--- src/design/tpwm_pkg.sv ---
// Constants shared by the timer/PWM unit: register map, field layout, encodings.
package tpwm_pkg;

  // ==========================================================
  // Sizes
  localparam int NT  = 2;   // Timers: single-channel and four-channel
  localparam int NC  = 5;   // Channels in total
  localparam int CW  = 16;  // Counter, modulus and channel value width
  localparam int PSW = 7;   // Prescaler chain, taps up to divide by 128
  localparam int NS  = 7;   // Status bits: one per channel, one per timer overflow
  localparam int T0_CHANNELS = 1; // Channels below this index belong to timer 0

  // ==========================================================
  // Register map (byte addresses)
  localparam logic [7:0] TMR_STRIDE = 8'h10;
  localparam logic [7:0] OFF_SC     = 8'h00;
  localparam logic [7:0] OFF_CNT    = 8'h04;
  localparam logic [7:0] OFF_MOD    = 8'h08;
  localparam logic [7:0] CH_BASE    = 8'h20;
  localparam logic [7:0] CH_STRIDE  = 8'h08;
  localparam logic [7:0] OFF_CSC    = 8'h00;
  localparam logic [7:0] OFF_CV     = 8'h04;
  localparam logic [7:0] A_STATUS   = 8'h48;
  localparam logic [7:0] A_MASK     = 8'h4C;

  // ==========================================================
  // Field positions
  localparam int SC_PS_LSB   = 0;  // 3 bits, divide by 2**ps
  localparam int SC_SRC_LSB  = 3;  // 2 bits
  localparam int SC_CENTER_ALIGNED_PWM_BIT = 5;
  localparam int CSC_MODE_LSB = 0; // 2 bits
  localparam int CSC_SEL_LSB  = 2; // 2 bits
  localparam int ST_TOF_LSB   = NC;

  // ==========================================================
  // Encodings
  localparam logic [1:0] SRC_OFF   = 2'h0;
  localparam logic [1:0] SRC_BUS   = 2'h1;
  localparam logic [1:0] SRC_FIXED = 2'h2;
  localparam logic [1:0] SRC_EXT   = 2'h3;
  localparam logic [1:0] MODE_OFF  = 2'h0;
  localparam logic [1:0] MODE_CAP  = 2'h1;
  localparam logic [1:0] MODE_CMP  = 2'h2;
  localparam logic [1:0] MODE_PWM  = 2'h3;
  localparam logic [1:0] ACT_CLEAR = 2'h1;
  localparam logic [1:0] ACT_SET   = 2'h2;
  localparam logic [1:0] ACT_TOGGLE = 2'h3;
  localparam int SEL_RISE_BIT = 0; // Capture on rising edge
  localparam int SEL_FALL_BIT = 1; // Capture on falling edge
  localparam int SEL_LOW_BIT  = 0; // PWM low-true pulses

  // ==========================================================
  // Reset values
  localparam logic [31:0] RST_ZERO = 32'h0000_0000;

endpackage

--- src/design/tpwm_sync.sv ---
// Two-flop synchroniser for the pins that enter the timer clock domain.
`timescale 1ns/10ps
module tpwm_sync #(
  parameter int W = 1
) (
  input  wire logic         pclk,    // Bus clock
  input  wire logic         presetn, // Asynchronous reset, active low
  input  wire logic [W-1:0] d,       // Asynchronous inputs
  output logic      [W-1:0] q        // Synchronised inputs
);

  typedef struct packed {
    logic [W-1:0] s1;
    logic [W-1:0] s2;
  } tpwm_sync_s;

  tpwm_sync_s s;
  tpwm_sync_s next_s;

  // First stage is read only by the second stage
  always_comb begin
    next_s    = s;
    next_s.s1 = d;
    next_s.s2 = s.s1;
  end

  always_ff @(posedge pclk or negedge presetn) begin
    if (!presetn) begin
      s <= '0;
    end else begin
      s <= next_s;
    end
  end

  assign q = s.s2;

endmodule

--- src/design/tpwm_top.sv ---
// Timer/PWM unit: two timers, five capture/compare/PWM channels, APB registers.
`timescale 1ns/10ps

// What this block does
// Each channel independently does input capture, output compare or edge-aligned PWM.
// One bit per timer forces all its channels that are not off into center-aligned PWM.
// 16-bit counter counts up freely, or up then down in center mode.
// A 16-bit modulus sets the counter range and overflow period.
// Software picks prescale divide by 1, 2, 4, 8, 16, 32, 64 or 128.
// Each timer picks bus clock, fixed system clock or external pin.
// Software uses fixed clock only when clock generator runs from external clock.
// Capture latches the counter on rising, falling or either pin edge.
// Compare match sets, clears or toggles the channel pin.
// PWM output polarity is selectable, high-true or low-true.
// One interrupt per channel event plus one per timer overflow.
// Two timers: one with one channel, one with four.
// Each channel owns one shared port pin while it is in use.
// In loop-bypassed external mode the fixed clock is the external source.
// Buffered duty and modulus take effect only at a period boundary, or at once while the timer has no clock source.
// With no clock source the counter holds and no events occur.
module tpwm_top (
  input  wire logic                      pclk,      // Bus clock
  input  wire logic                      presetn,   // Asynchronous reset, active low
  input  wire logic                      psel,      // APB select
  input  wire logic                      penable,   // APB access phase
  input  wire logic                      pwrite,    // APB write
  input  wire logic [7:0]                paddr,     // APB byte address
  input  wire logic [31:0]               pwdata,    // APB write data
  output logic      [31:0]               prdata,    // APB read data
  output logic                           pready,    // APB ready
  output logic                           pslverr,   // APB error, unmapped address
  input  wire logic [tpwm_pkg::NC-1:0]   timer_channel_pin_in,  // Pin levels
  output logic      [tpwm_pkg::NC-1:0]   timer_channel_pin_out, // Pin drive level
  output logic      [tpwm_pkg::NC-1:0]   timer_channel_pin_oe,  // Timer drives pin
  output logic      [tpwm_pkg::NC-1:0]   timer_channel_pin_own, // Timer owns pin
  input  wire logic                      fixed_system_clock,    // Fixed-rate clock
  input  wire logic [tpwm_pkg::NT-1:0]   ext_clk_pin,           // External clock per timer
  output logic                           irq        // Level interrupt
);

  // ==========================================================
  // State
  typedef struct packed {
    logic [tpwm_pkg::NT-1:0][tpwm_pkg::CW-1:0]  cnt;
    logic [tpwm_pkg::NT-1:0][tpwm_pkg::CW-1:0]  mod_act;
    logic [tpwm_pkg::NT-1:0][tpwm_pkg::CW-1:0]  mod_buf;
    logic [tpwm_pkg::NT-1:0]                    down;
    logic [tpwm_pkg::NT-1:0]                    center_aligned_pwm;
    logic [tpwm_pkg::NT-1:0][tpwm_pkg::PSW-1:0] pre;
    logic [tpwm_pkg::NT-1:0][2:0]               ps;
    logic [tpwm_pkg::NT-1:0][1:0]               src;
    logic [tpwm_pkg::NC-1:0][1:0]               mode;
    logic [tpwm_pkg::NC-1:0][1:0]               sel;
    logic [tpwm_pkg::NC-1:0][tpwm_pkg::CW-1:0]  cv_buf;
    logic [tpwm_pkg::NC-1:0][tpwm_pkg::CW-1:0]  cv_act;
    logic [tpwm_pkg::NC-1:0]                    out;
    logic [tpwm_pkg::NC-1:0]                    oe;
    logic [tpwm_pkg::NC-1:0]                    own;
    logic [tpwm_pkg::NC-1:0]                    pin_d;
    logic                                       fix_d;
    logic [tpwm_pkg::NT-1:0]                    ext_d;
    logic [tpwm_pkg::NS-1:0]                    status;
    logic [tpwm_pkg::NS-1:0]                    mask;
    logic [31:0]                                prdata;
    logic                                       pready;
    logic                                       pslverr;
    logic                                       irq;
  } tpwm_state_s;

  tpwm_state_s s;
  tpwm_state_s next_s;

  // ==========================================================
  // Pin synchronisers
  logic [tpwm_pkg::NC-1:0] pin_q;
  logic                    fix_q;
  logic [tpwm_pkg::NT-1:0] ext_q;

  tpwm_sync #(
    .W (tpwm_pkg::NC + 1 + tpwm_pkg::NT)
  ) u_sync (
    .pclk    (pclk),
    .presetn (presetn),
    .d       ({ext_clk_pin, fixed_system_clock, timer_channel_pin_in}),
    .q       ({ext_q, fix_q, pin_q})
  );

  // ==========================================================
  // Next state
  logic [tpwm_pkg::NT-1:0]     tick;
  logic [tpwm_pkg::NT-1:0]     cnt_en;
  logic [tpwm_pkg::NT-1:0]     bnd;
  logic [tpwm_pkg::NT-1:0]     run;
  logic [tpwm_pkg::NS-1:0]     ev;
  logic [tpwm_pkg::PSW-1:0]    pmask;
  logic [tpwm_pkg::CW-1:0]     lim;
  logic [1:0]                  md;
  logic                        rise;
  logic                        fall;
  logic                        wr;
  logic                        rd;
  logic                        hit;
  logic [7:0]                  base;
  int                          t;

  always_comb begin
    next_s         = s;
    tick           = '0;
    cnt_en         = '0;
    bnd            = '0;
    run            = '0;
    ev             = '0;
    pmask          = '0;
    lim            = '0;
    md             = tpwm_pkg::MODE_OFF;
    rise           = 1'b0;
    fall           = 1'b0;
    hit            = 1'b0;
    base           = '0;
    t              = 0;
    next_s.pready  = 1'b0;
    next_s.pslverr = 1'b0;
    next_s.pin_d   = pin_q;
    next_s.fix_d   = fix_q;
    next_s.ext_d   = ext_q;
    wr = psel && penable && pwrite && s.pready;
    rd = psel && !penable;

    // Counters, one per timer
    for (int i = 0; i < tpwm_pkg::NT; i++) begin
      run[i] = (s.src[i] != tpwm_pkg::SRC_OFF);
      case (s.src[i])
        tpwm_pkg::SRC_BUS:   tick[i] = 1'b1;
        tpwm_pkg::SRC_FIXED: tick[i] = fix_q && !s.fix_d;
        tpwm_pkg::SRC_EXT:   tick[i] = ext_q[i] && !s.ext_d[i];
        default:             tick[i] = 1'b0;
      endcase
      // Prescale: count once every 2**ps source ticks
      pmask     = ~({tpwm_pkg::PSW{1'b1}} << s.ps[i]);
      cnt_en[i] = tick[i] && ((s.pre[i] & pmask) == pmask);
      if (tick[i]) begin
        next_s.pre[i] = s.pre[i] + 1'b1;
      end
      // A zero modulus leaves the counter free-running over the full range
      lim = (s.mod_act[i] == '0) ? {tpwm_pkg::CW{1'b1}} : s.mod_act[i];
      if (cnt_en[i]) begin
        if (!s.center_aligned_pwm[i]) begin
          if (s.cnt[i] >= lim) begin
            next_s.cnt[i] = '0;
            bnd[i]        = 1'b1;
          end else begin
            next_s.cnt[i] = s.cnt[i] + 1'b1;
          end
        end else if (s.down[i]) begin
          if (s.cnt[i] == '0) begin
            next_s.down[i] = 1'b0;
            next_s.cnt[i]  = s.cnt[i] + 1'b1;
            bnd[i]         = 1'b1;
          end else begin
            next_s.cnt[i] = s.cnt[i] - 1'b1;
          end
        end else begin
          if (s.cnt[i] >= lim) begin
            next_s.down[i] = 1'b1;
            next_s.cnt[i]  = s.cnt[i] - 1'b1;
          end else begin
            next_s.cnt[i] = s.cnt[i] + 1'b1;
          end
        end
      end
      // New period only from a boundary or while the clock source is off, so no period is cut short
      if (bnd[i] || !run[i]) begin
        next_s.mod_act[i] = s.mod_buf[i];
      end
      ev[tpwm_pkg::ST_TOF_LSB + i] = bnd[i];
    end

    // Channels
    for (int c = 0; c < tpwm_pkg::NC; c++) begin
      t  = (c < tpwm_pkg::T0_CHANNELS) ? 0 : 1;
      md = s.mode[c];
      if (s.center_aligned_pwm[t] && s.mode[c] != tpwm_pkg::MODE_OFF) begin
        md = tpwm_pkg::MODE_PWM;
      end
      rise = pin_q[c] && !s.pin_d[c];
      fall = !pin_q[c] && s.pin_d[c];
      case (md)
        tpwm_pkg::MODE_CAP: begin
          if (run[t] && ((s.sel[c][tpwm_pkg::SEL_RISE_BIT] && rise) ||
                         (s.sel[c][tpwm_pkg::SEL_FALL_BIT] && fall))) begin
            next_s.cv_act[c] = s.cnt[t];
            ev[c]            = 1'b1;
          end
        end
        tpwm_pkg::MODE_CMP: begin
          next_s.cv_act[c] = s.cv_buf[c];
          if (cnt_en[t] && s.cnt[t] == s.cv_act[c]) begin
            ev[c] = 1'b1;
            case (s.sel[c])
              tpwm_pkg::ACT_CLEAR:  next_s.out[c] = 1'b0;
              tpwm_pkg::ACT_SET:    next_s.out[c] = 1'b1;
              tpwm_pkg::ACT_TOGGLE: next_s.out[c] = !s.out[c];
              default:              next_s.out[c] = s.out[c];
            endcase
          end
        end
        tpwm_pkg::MODE_PWM: begin
          // Duty at or above the period gives a steady active level
          next_s.out[c] = (s.cnt[t] < s.cv_act[c]) ^
                          s.sel[c][tpwm_pkg::SEL_LOW_BIT];
          if (bnd[t] || !run[t]) begin
            next_s.cv_act[c] = s.cv_buf[c];
          end
          ev[c] = bnd[t];
        end
        default: begin
          next_s.cv_act[c] = s.cv_buf[c];
          next_s.out[c]    = 1'b0;
        end
      endcase
      next_s.oe[c]  = (md == tpwm_pkg::MODE_CMP) || (md == tpwm_pkg::MODE_PWM);
      next_s.own[c] = (md != tpwm_pkg::MODE_OFF);
    end

    // ==========================================================
    // Register writes, taken at the end of the access phase
    if (wr) begin
      for (int i = 0; i < tpwm_pkg::NT; i++) begin
        base = 8'(i) * tpwm_pkg::TMR_STRIDE;
        if (paddr == base + tpwm_pkg::OFF_SC) begin
          next_s.ps[i]   = pwdata[tpwm_pkg::SC_PS_LSB +: 3];
          next_s.src[i]  = pwdata[tpwm_pkg::SC_SRC_LSB +: 2];
          next_s.center_aligned_pwm[i] = pwdata[tpwm_pkg::SC_CENTER_ALIGNED_PWM_BIT];
        end
        if (paddr == base + tpwm_pkg::OFF_CNT) begin
          next_s.cnt[i]  = '0;
          next_s.down[i] = 1'b0;
          next_s.pre[i]  = '0;
        end
        if (paddr == base + tpwm_pkg::OFF_MOD) begin
          next_s.mod_buf[i] = pwdata[tpwm_pkg::CW-1:0];
        end
      end
      for (int c = 0; c < tpwm_pkg::NC; c++) begin
        base = tpwm_pkg::CH_BASE + 8'(c) * tpwm_pkg::CH_STRIDE;
        if (paddr == base + tpwm_pkg::OFF_CSC) begin
          next_s.mode[c] = pwdata[tpwm_pkg::CSC_MODE_LSB +: 2];
          next_s.sel[c]  = pwdata[tpwm_pkg::CSC_SEL_LSB +: 2];
        end
        if (paddr == base + tpwm_pkg::OFF_CV) begin
          next_s.cv_buf[c] = pwdata[tpwm_pkg::CW-1:0];
        end
      end
      if (paddr == tpwm_pkg::A_STATUS) begin
        next_s.status = s.status & ~pwdata[tpwm_pkg::NS-1:0];
      end
      if (paddr == tpwm_pkg::A_MASK) begin
        next_s.mask = pwdata[tpwm_pkg::NS-1:0];
      end
    end
    // A new event wins over a clear in the same cycle
    next_s.status = next_s.status | ev;
    next_s.irq    = |(next_s.status & next_s.mask);

    // ==========================================================
    // Register reads, captured in the setup phase
    if (rd) begin
      next_s.pready = 1'b1;
      next_s.prdata = tpwm_pkg::RST_ZERO;
      for (int i = 0; i < tpwm_pkg::NT; i++) begin
        base = 8'(i) * tpwm_pkg::TMR_STRIDE;
        if (paddr == base + tpwm_pkg::OFF_SC) begin
          hit = 1'b1;
          next_s.prdata[tpwm_pkg::SC_PS_LSB +: 3]  = s.ps[i];
          next_s.prdata[tpwm_pkg::SC_SRC_LSB +: 2] = s.src[i];
          next_s.prdata[tpwm_pkg::SC_CENTER_ALIGNED_PWM_BIT]     = s.center_aligned_pwm[i];
        end
        if (paddr == base + tpwm_pkg::OFF_CNT) begin
          hit = 1'b1;
          next_s.prdata[tpwm_pkg::CW-1:0] = s.cnt[i];
        end
        if (paddr == base + tpwm_pkg::OFF_MOD) begin
          hit = 1'b1;
          next_s.prdata[tpwm_pkg::CW-1:0] = s.mod_buf[i];
        end
      end
      for (int c = 0; c < tpwm_pkg::NC; c++) begin
        base = tpwm_pkg::CH_BASE + 8'(c) * tpwm_pkg::CH_STRIDE;
        if (paddr == base + tpwm_pkg::OFF_CSC) begin
          hit = 1'b1;
          next_s.prdata[tpwm_pkg::CSC_MODE_LSB +: 2] = s.mode[c];
          next_s.prdata[tpwm_pkg::CSC_SEL_LSB +: 2]  = s.sel[c];
        end
        if (paddr == base + tpwm_pkg::OFF_CV) begin
          hit = 1'b1;
          // Capture mode reads the latched count, other modes the buffer
          next_s.prdata[tpwm_pkg::CW-1:0] =
            (s.mode[c] == tpwm_pkg::MODE_CAP) ? s.cv_act[c] : s.cv_buf[c];
        end
      end
      if (paddr == tpwm_pkg::A_STATUS) begin
        hit = 1'b1;
        next_s.prdata[tpwm_pkg::NS-1:0] = s.status;
      end
      if (paddr == tpwm_pkg::A_MASK) begin
        hit = 1'b1;
        next_s.prdata[tpwm_pkg::NS-1:0] = s.mask;
      end
      next_s.pslverr = !hit;
    end
  end

  // ==========================================================
  // State register
  always_ff @(posedge pclk or negedge presetn) begin
    if (!presetn) begin
      s <= '0;
    end else begin
      s <= next_s;
    end
  end

  assign prdata                = s.prdata;
  assign pready                = s.pready;
  assign pslverr               = s.pslverr;
  assign timer_channel_pin_out = s.out;
  assign timer_channel_pin_oe  = s.oe;
  assign timer_channel_pin_own = s.own;
  assign irq                   = s.irq;

endmodule

--- config.mk ---
export PLATFORM = sky130hd
export DESIGN_NAME = tpwm_top
export DESIGN_NICKNAME = d
export VERILOG_FILES = /design/src/design/tpwm_pkg.sv /design/src/design/tpwm_sync.sv /design/src/design/tpwm_top.sv
export SDC_FILE = /design/constraint.sdc
export NUM_CORES = 1
export LEC_CHECK = 0
export BUFFER_PORTS_ARGS = -buffer_cell sky130_fd_sc_hd__buf_2
export CORE_MARGIN = 3
export CORE_UTILIZATION = 35
export DETAILED_ROUTE_END_ITERATION = 7
export PLACE_DENSITY = 0.54
export SLEW_MARGIN = 20
export SYNTH_ARGS = -nofsm -noshare
export SYNTH_HDL_FRONTEND = slang
export SYNTH_SLANG_ARGS = --single-unit
--- constraint.sdc ---
create_clock -name pclk -period 5.49 [get_ports pclk]
set_clock_uncertainty 0.05 [all_clocks]
set_input_delay 0.549 -clock pclk [delete_from_list [all_inputs] [get_ports pclk]]
set_output_delay 0.549 -clock pclk [all_outputs]
set_load 0.05 [all_outputs]
==> metrics.md <==
| Metric | Value |
|---|---|
| Status | `finished, violations left` |
| Violations in the final reports | `negative hold slack` |
| Share of layout cells above drive strength 1 | `0.168` |
| Ys flop type | `dfrtp_1` |
| Post CTS Setup Buffer Count | `0` |
| PwrDens | `264 nW/µm²` |
| PortBufs | `70` |
| Worst-path fanout max | `17` |
| Distinct cells, synth | `89` |
| Setup crit start kind | `flop` |
| Initial antenna violation count | `4` |
| Met2 usage | `0.357` |
| Syn Area/Cell | `between 9 and 10 µm²` |
| MaxCap Viol Count | `0` |
| H-tree Lvls | `2` |
| GRT Overall Usage | `0.219` |
| VDD IR-drop max | `0.000176 V` |
| Final Wtd Congestion | `a little over 0.9` |
| Root Buffer | `clkbuf_16` |
| Number of I/O pins | `around 100` |
| Leak | `~11 nW` |
| Most crowded layer after global routing | `met2` |
| Yosys warns | `0` |
| Worst Hold Class | `input pin to asynchronous set/reset pin` |
| Tmin final | `4.57 ns` |
| CORE AREA | `63,800 µm²` |
| Max Clk Rate | `~0.22 GHz` |
| Nets | `between 2,000 and 3,000` |
| Sequential-to-total area share from yosys stat | `0.413` |
| Clock sink count | `376` |
| Hold Vio Cnt, Final | `17` |
| CP endpoint kind | `flop` |
| CTS Buf Count | `45` |
| DR vias | `19,000` |
| Drt first pass iters | `6` |
| Met1 GRT Util | `0.298` |
| Clk buf depth | `3` |
| Worst Path Required | `slightly below 6 ns` |
| Vias in the first global route | `18,900` |
| Most common cell after layout, fill and taps aside | `dfrtp_1` |
| Post-route clock period utilization | `0.832` |
| Setup Viol. Count Final | `0` |
| Initial Util | `0.357` |
| Detail Route Antenna Nets | `0` |
| RSZ-0062 raised after global routing | `false` |
| HPWL Detailed | `54.2 mm` |
| Mapped Cells | `about 2,400` |
| Reg clk slew, reported paths | `around 0.06 ns` |
| Total gr overflow | `0` |
| Initial detailed-routing violation count | `between 1,500 and 2,000` |
| Worst Tran Pin Value | `approximately 1.1 ns` |
| Die area | `68,200 µm²` |
| Worst Setup Path Type | `flop to flop` |
| CTS tree | `built` |
| Post-CTS sizing | `0` |
| Final wirelength | `approximately 76 mm` |
| Final Slew Violations | `0` |
| Largest net degree at the start of global routing | `approximately 110` |
| Drt wl/cell | `roughly 23 µm` |
| Global-route wire length before repair | `115 mm` |
| Most frequent cells in the layout | `dfrtp_1, nand2_1, mux2_2` |
| Row cnt | `92` |
| Clk_lat worst skew | `between 0.5 and 0.6 ns` |
| P&R area growth vs syn | `11.5%` |
| Vias per cell | `5.76` |
| Worst Path Arrival | `~5 ns` |
| Hold Slack | `-0.0492 ns` |
| Die W | `261 µm` |
| Met3 GRT Util | `0.0340` |
| FF+latch count, synth | `between 300 and 400` |
| Sum Neg Setup Slack | `0 ns` |
| Die height | `261 µm` |
| Number of flops mapped to enable cells by yosys | `0` |
| Mapped Area | `about 23,000 µm²` |
| DRC Markers | `0` |
| Max-slew headroom | `0.243` |
| Async SR Flop Fraction | `1.00` |
| Overall Power | `around 0.0067 W` |
[metal layers]
| metal | part of all wire | up-vias |
|---|---|---|
| met4 | 0.030 | 0 |
| met2 | 0.46 | 694 |
| met1 | 0.44 | 9463 |
| met3 | 0.067 | 147 |
| li1 | - | 8724 |
| met5 | 0 | - |
[power by group]
part	internal, W	switching (W)	total [W]	leakage (nW)
Clock	0.00188	0.00124	0.00312	0.752
Combinational	0.000228	0.000461	0.000689	5.58
Sequential	0.00283	0.0000826	0.00291	4.96
[sequential cells by signal, summed over array words and instances (netlist names)]
signal,flops
timer_channel_pin_oe,5
timer_channel_pin_out,5
s,326
u_sync.next_s,8
timer_channel_pin_own,5
prdata,16
pslverr,1
u_sync.q,8
irq,1
pready,1
[through the flow]
stage                     utilization  hold slack [ns]  instance area, µm²  instances  setup WS, ns
after floorplan                     -            0.203               22900       2438          1.56
after global placement          0.374            0.284               23800       3220          1.16
after detailed placement        0.374            0.286               23800       3220          1.03
after CTS                       0.399         0.000708               25400       3304         0.982
after global routing            0.399           0.0206               25400       3305         0.675
final                           0.399          -0.0492               25400       3306         0.922
[what timing repair did]
action	4_1_cts	5_1_grt
endpoints found under the setup margin	0	0
hold endpoints to repair	6	0
hold buffers	6	0
[cell families (layout without fill, tap and decap cells)]
group,count (synthesis),count (layout),synth area share
other,1,18,0.000164
and+or+nand+nor,748,748,0.154
xor gates and xnor gates,28,28,0.0108
DFF,376,376,0.413
adders and majority gates,122,122,0.0668
buffers and inverters,289,309,0.0565
AOI/OAI and AO/OA,570,570,0.162
muxes,289,289,0.137
[worst max-delay path, cell delays in order (launching register included)]
cell and delay, ns:
dfrtp_1 0.41, nor4_1 0.46, and4_1 0.63, nor2_1 0.11
ha_1 0.32, a21oi_1 0.06, o21ai_0 0.31, o2111ai_1 0.20
o21a_1 0.19, buf_4 0.19, o311ai_2 0.22, buf_4 0.30
a21boi_2 0.71, nor2_1 0.11, a21oi_1 0.17
[synthesized netlist by cell type, types with 25 or more instances]
cell	n	area [µm²]
inv_1	96	360
mux2_2	176	1980
nand3_1	33	165
a31oi_1	25	156
and3_1	30	188
o22ai_1	46	288
nor2_1	179	672
ha_1	121	1510
nand2_1	286	1070
buf_4	49	368
a221oi_1	26	228
clkbuf_1	125	469
nor3_1	52	260
mux2i_1	103	1030
o21ai_0	140	701
dfrtp_1	376	9410
a21oi_1	142	711
[worst paths after layout]
| check | startpoint | endpoint | slack [ns] | cells after the start |
|---|---|---|---|---|
| max in group asynchronous | presetn | u_sync.next_s[5] | 4.13 | 2 |
| hold / removal | presetn | s[128] | -0.05 | 1 |
| min in group pclk | fixed_system_clock | u_sync.next_s[5] | 0.02 | 1 |
| setup / recovery | s[313] | s[76] | 0.92 | 14 |
| hold reg to reg | u_sync.next_s[3] | u_sync.q[3] | 0.30 | 0 |
| setup reg to reg | s[313] | s[76] | 0.92 | 14 |
[final cells by class]
cell class / instances / area [µm²]
tap: 846 / 1060
multi-input combinational: 1773 / 12200
antenna: 2 / 5.00
clock buffer: 64 / 1340
clock inverter: 14 / 176
timing repair buffer: 133 / 873
sequential: 376 / 9410
inverter: 98 / 368
fill: 6287 / 38400
Note: power is estimated with default switching activity, not from simulation.
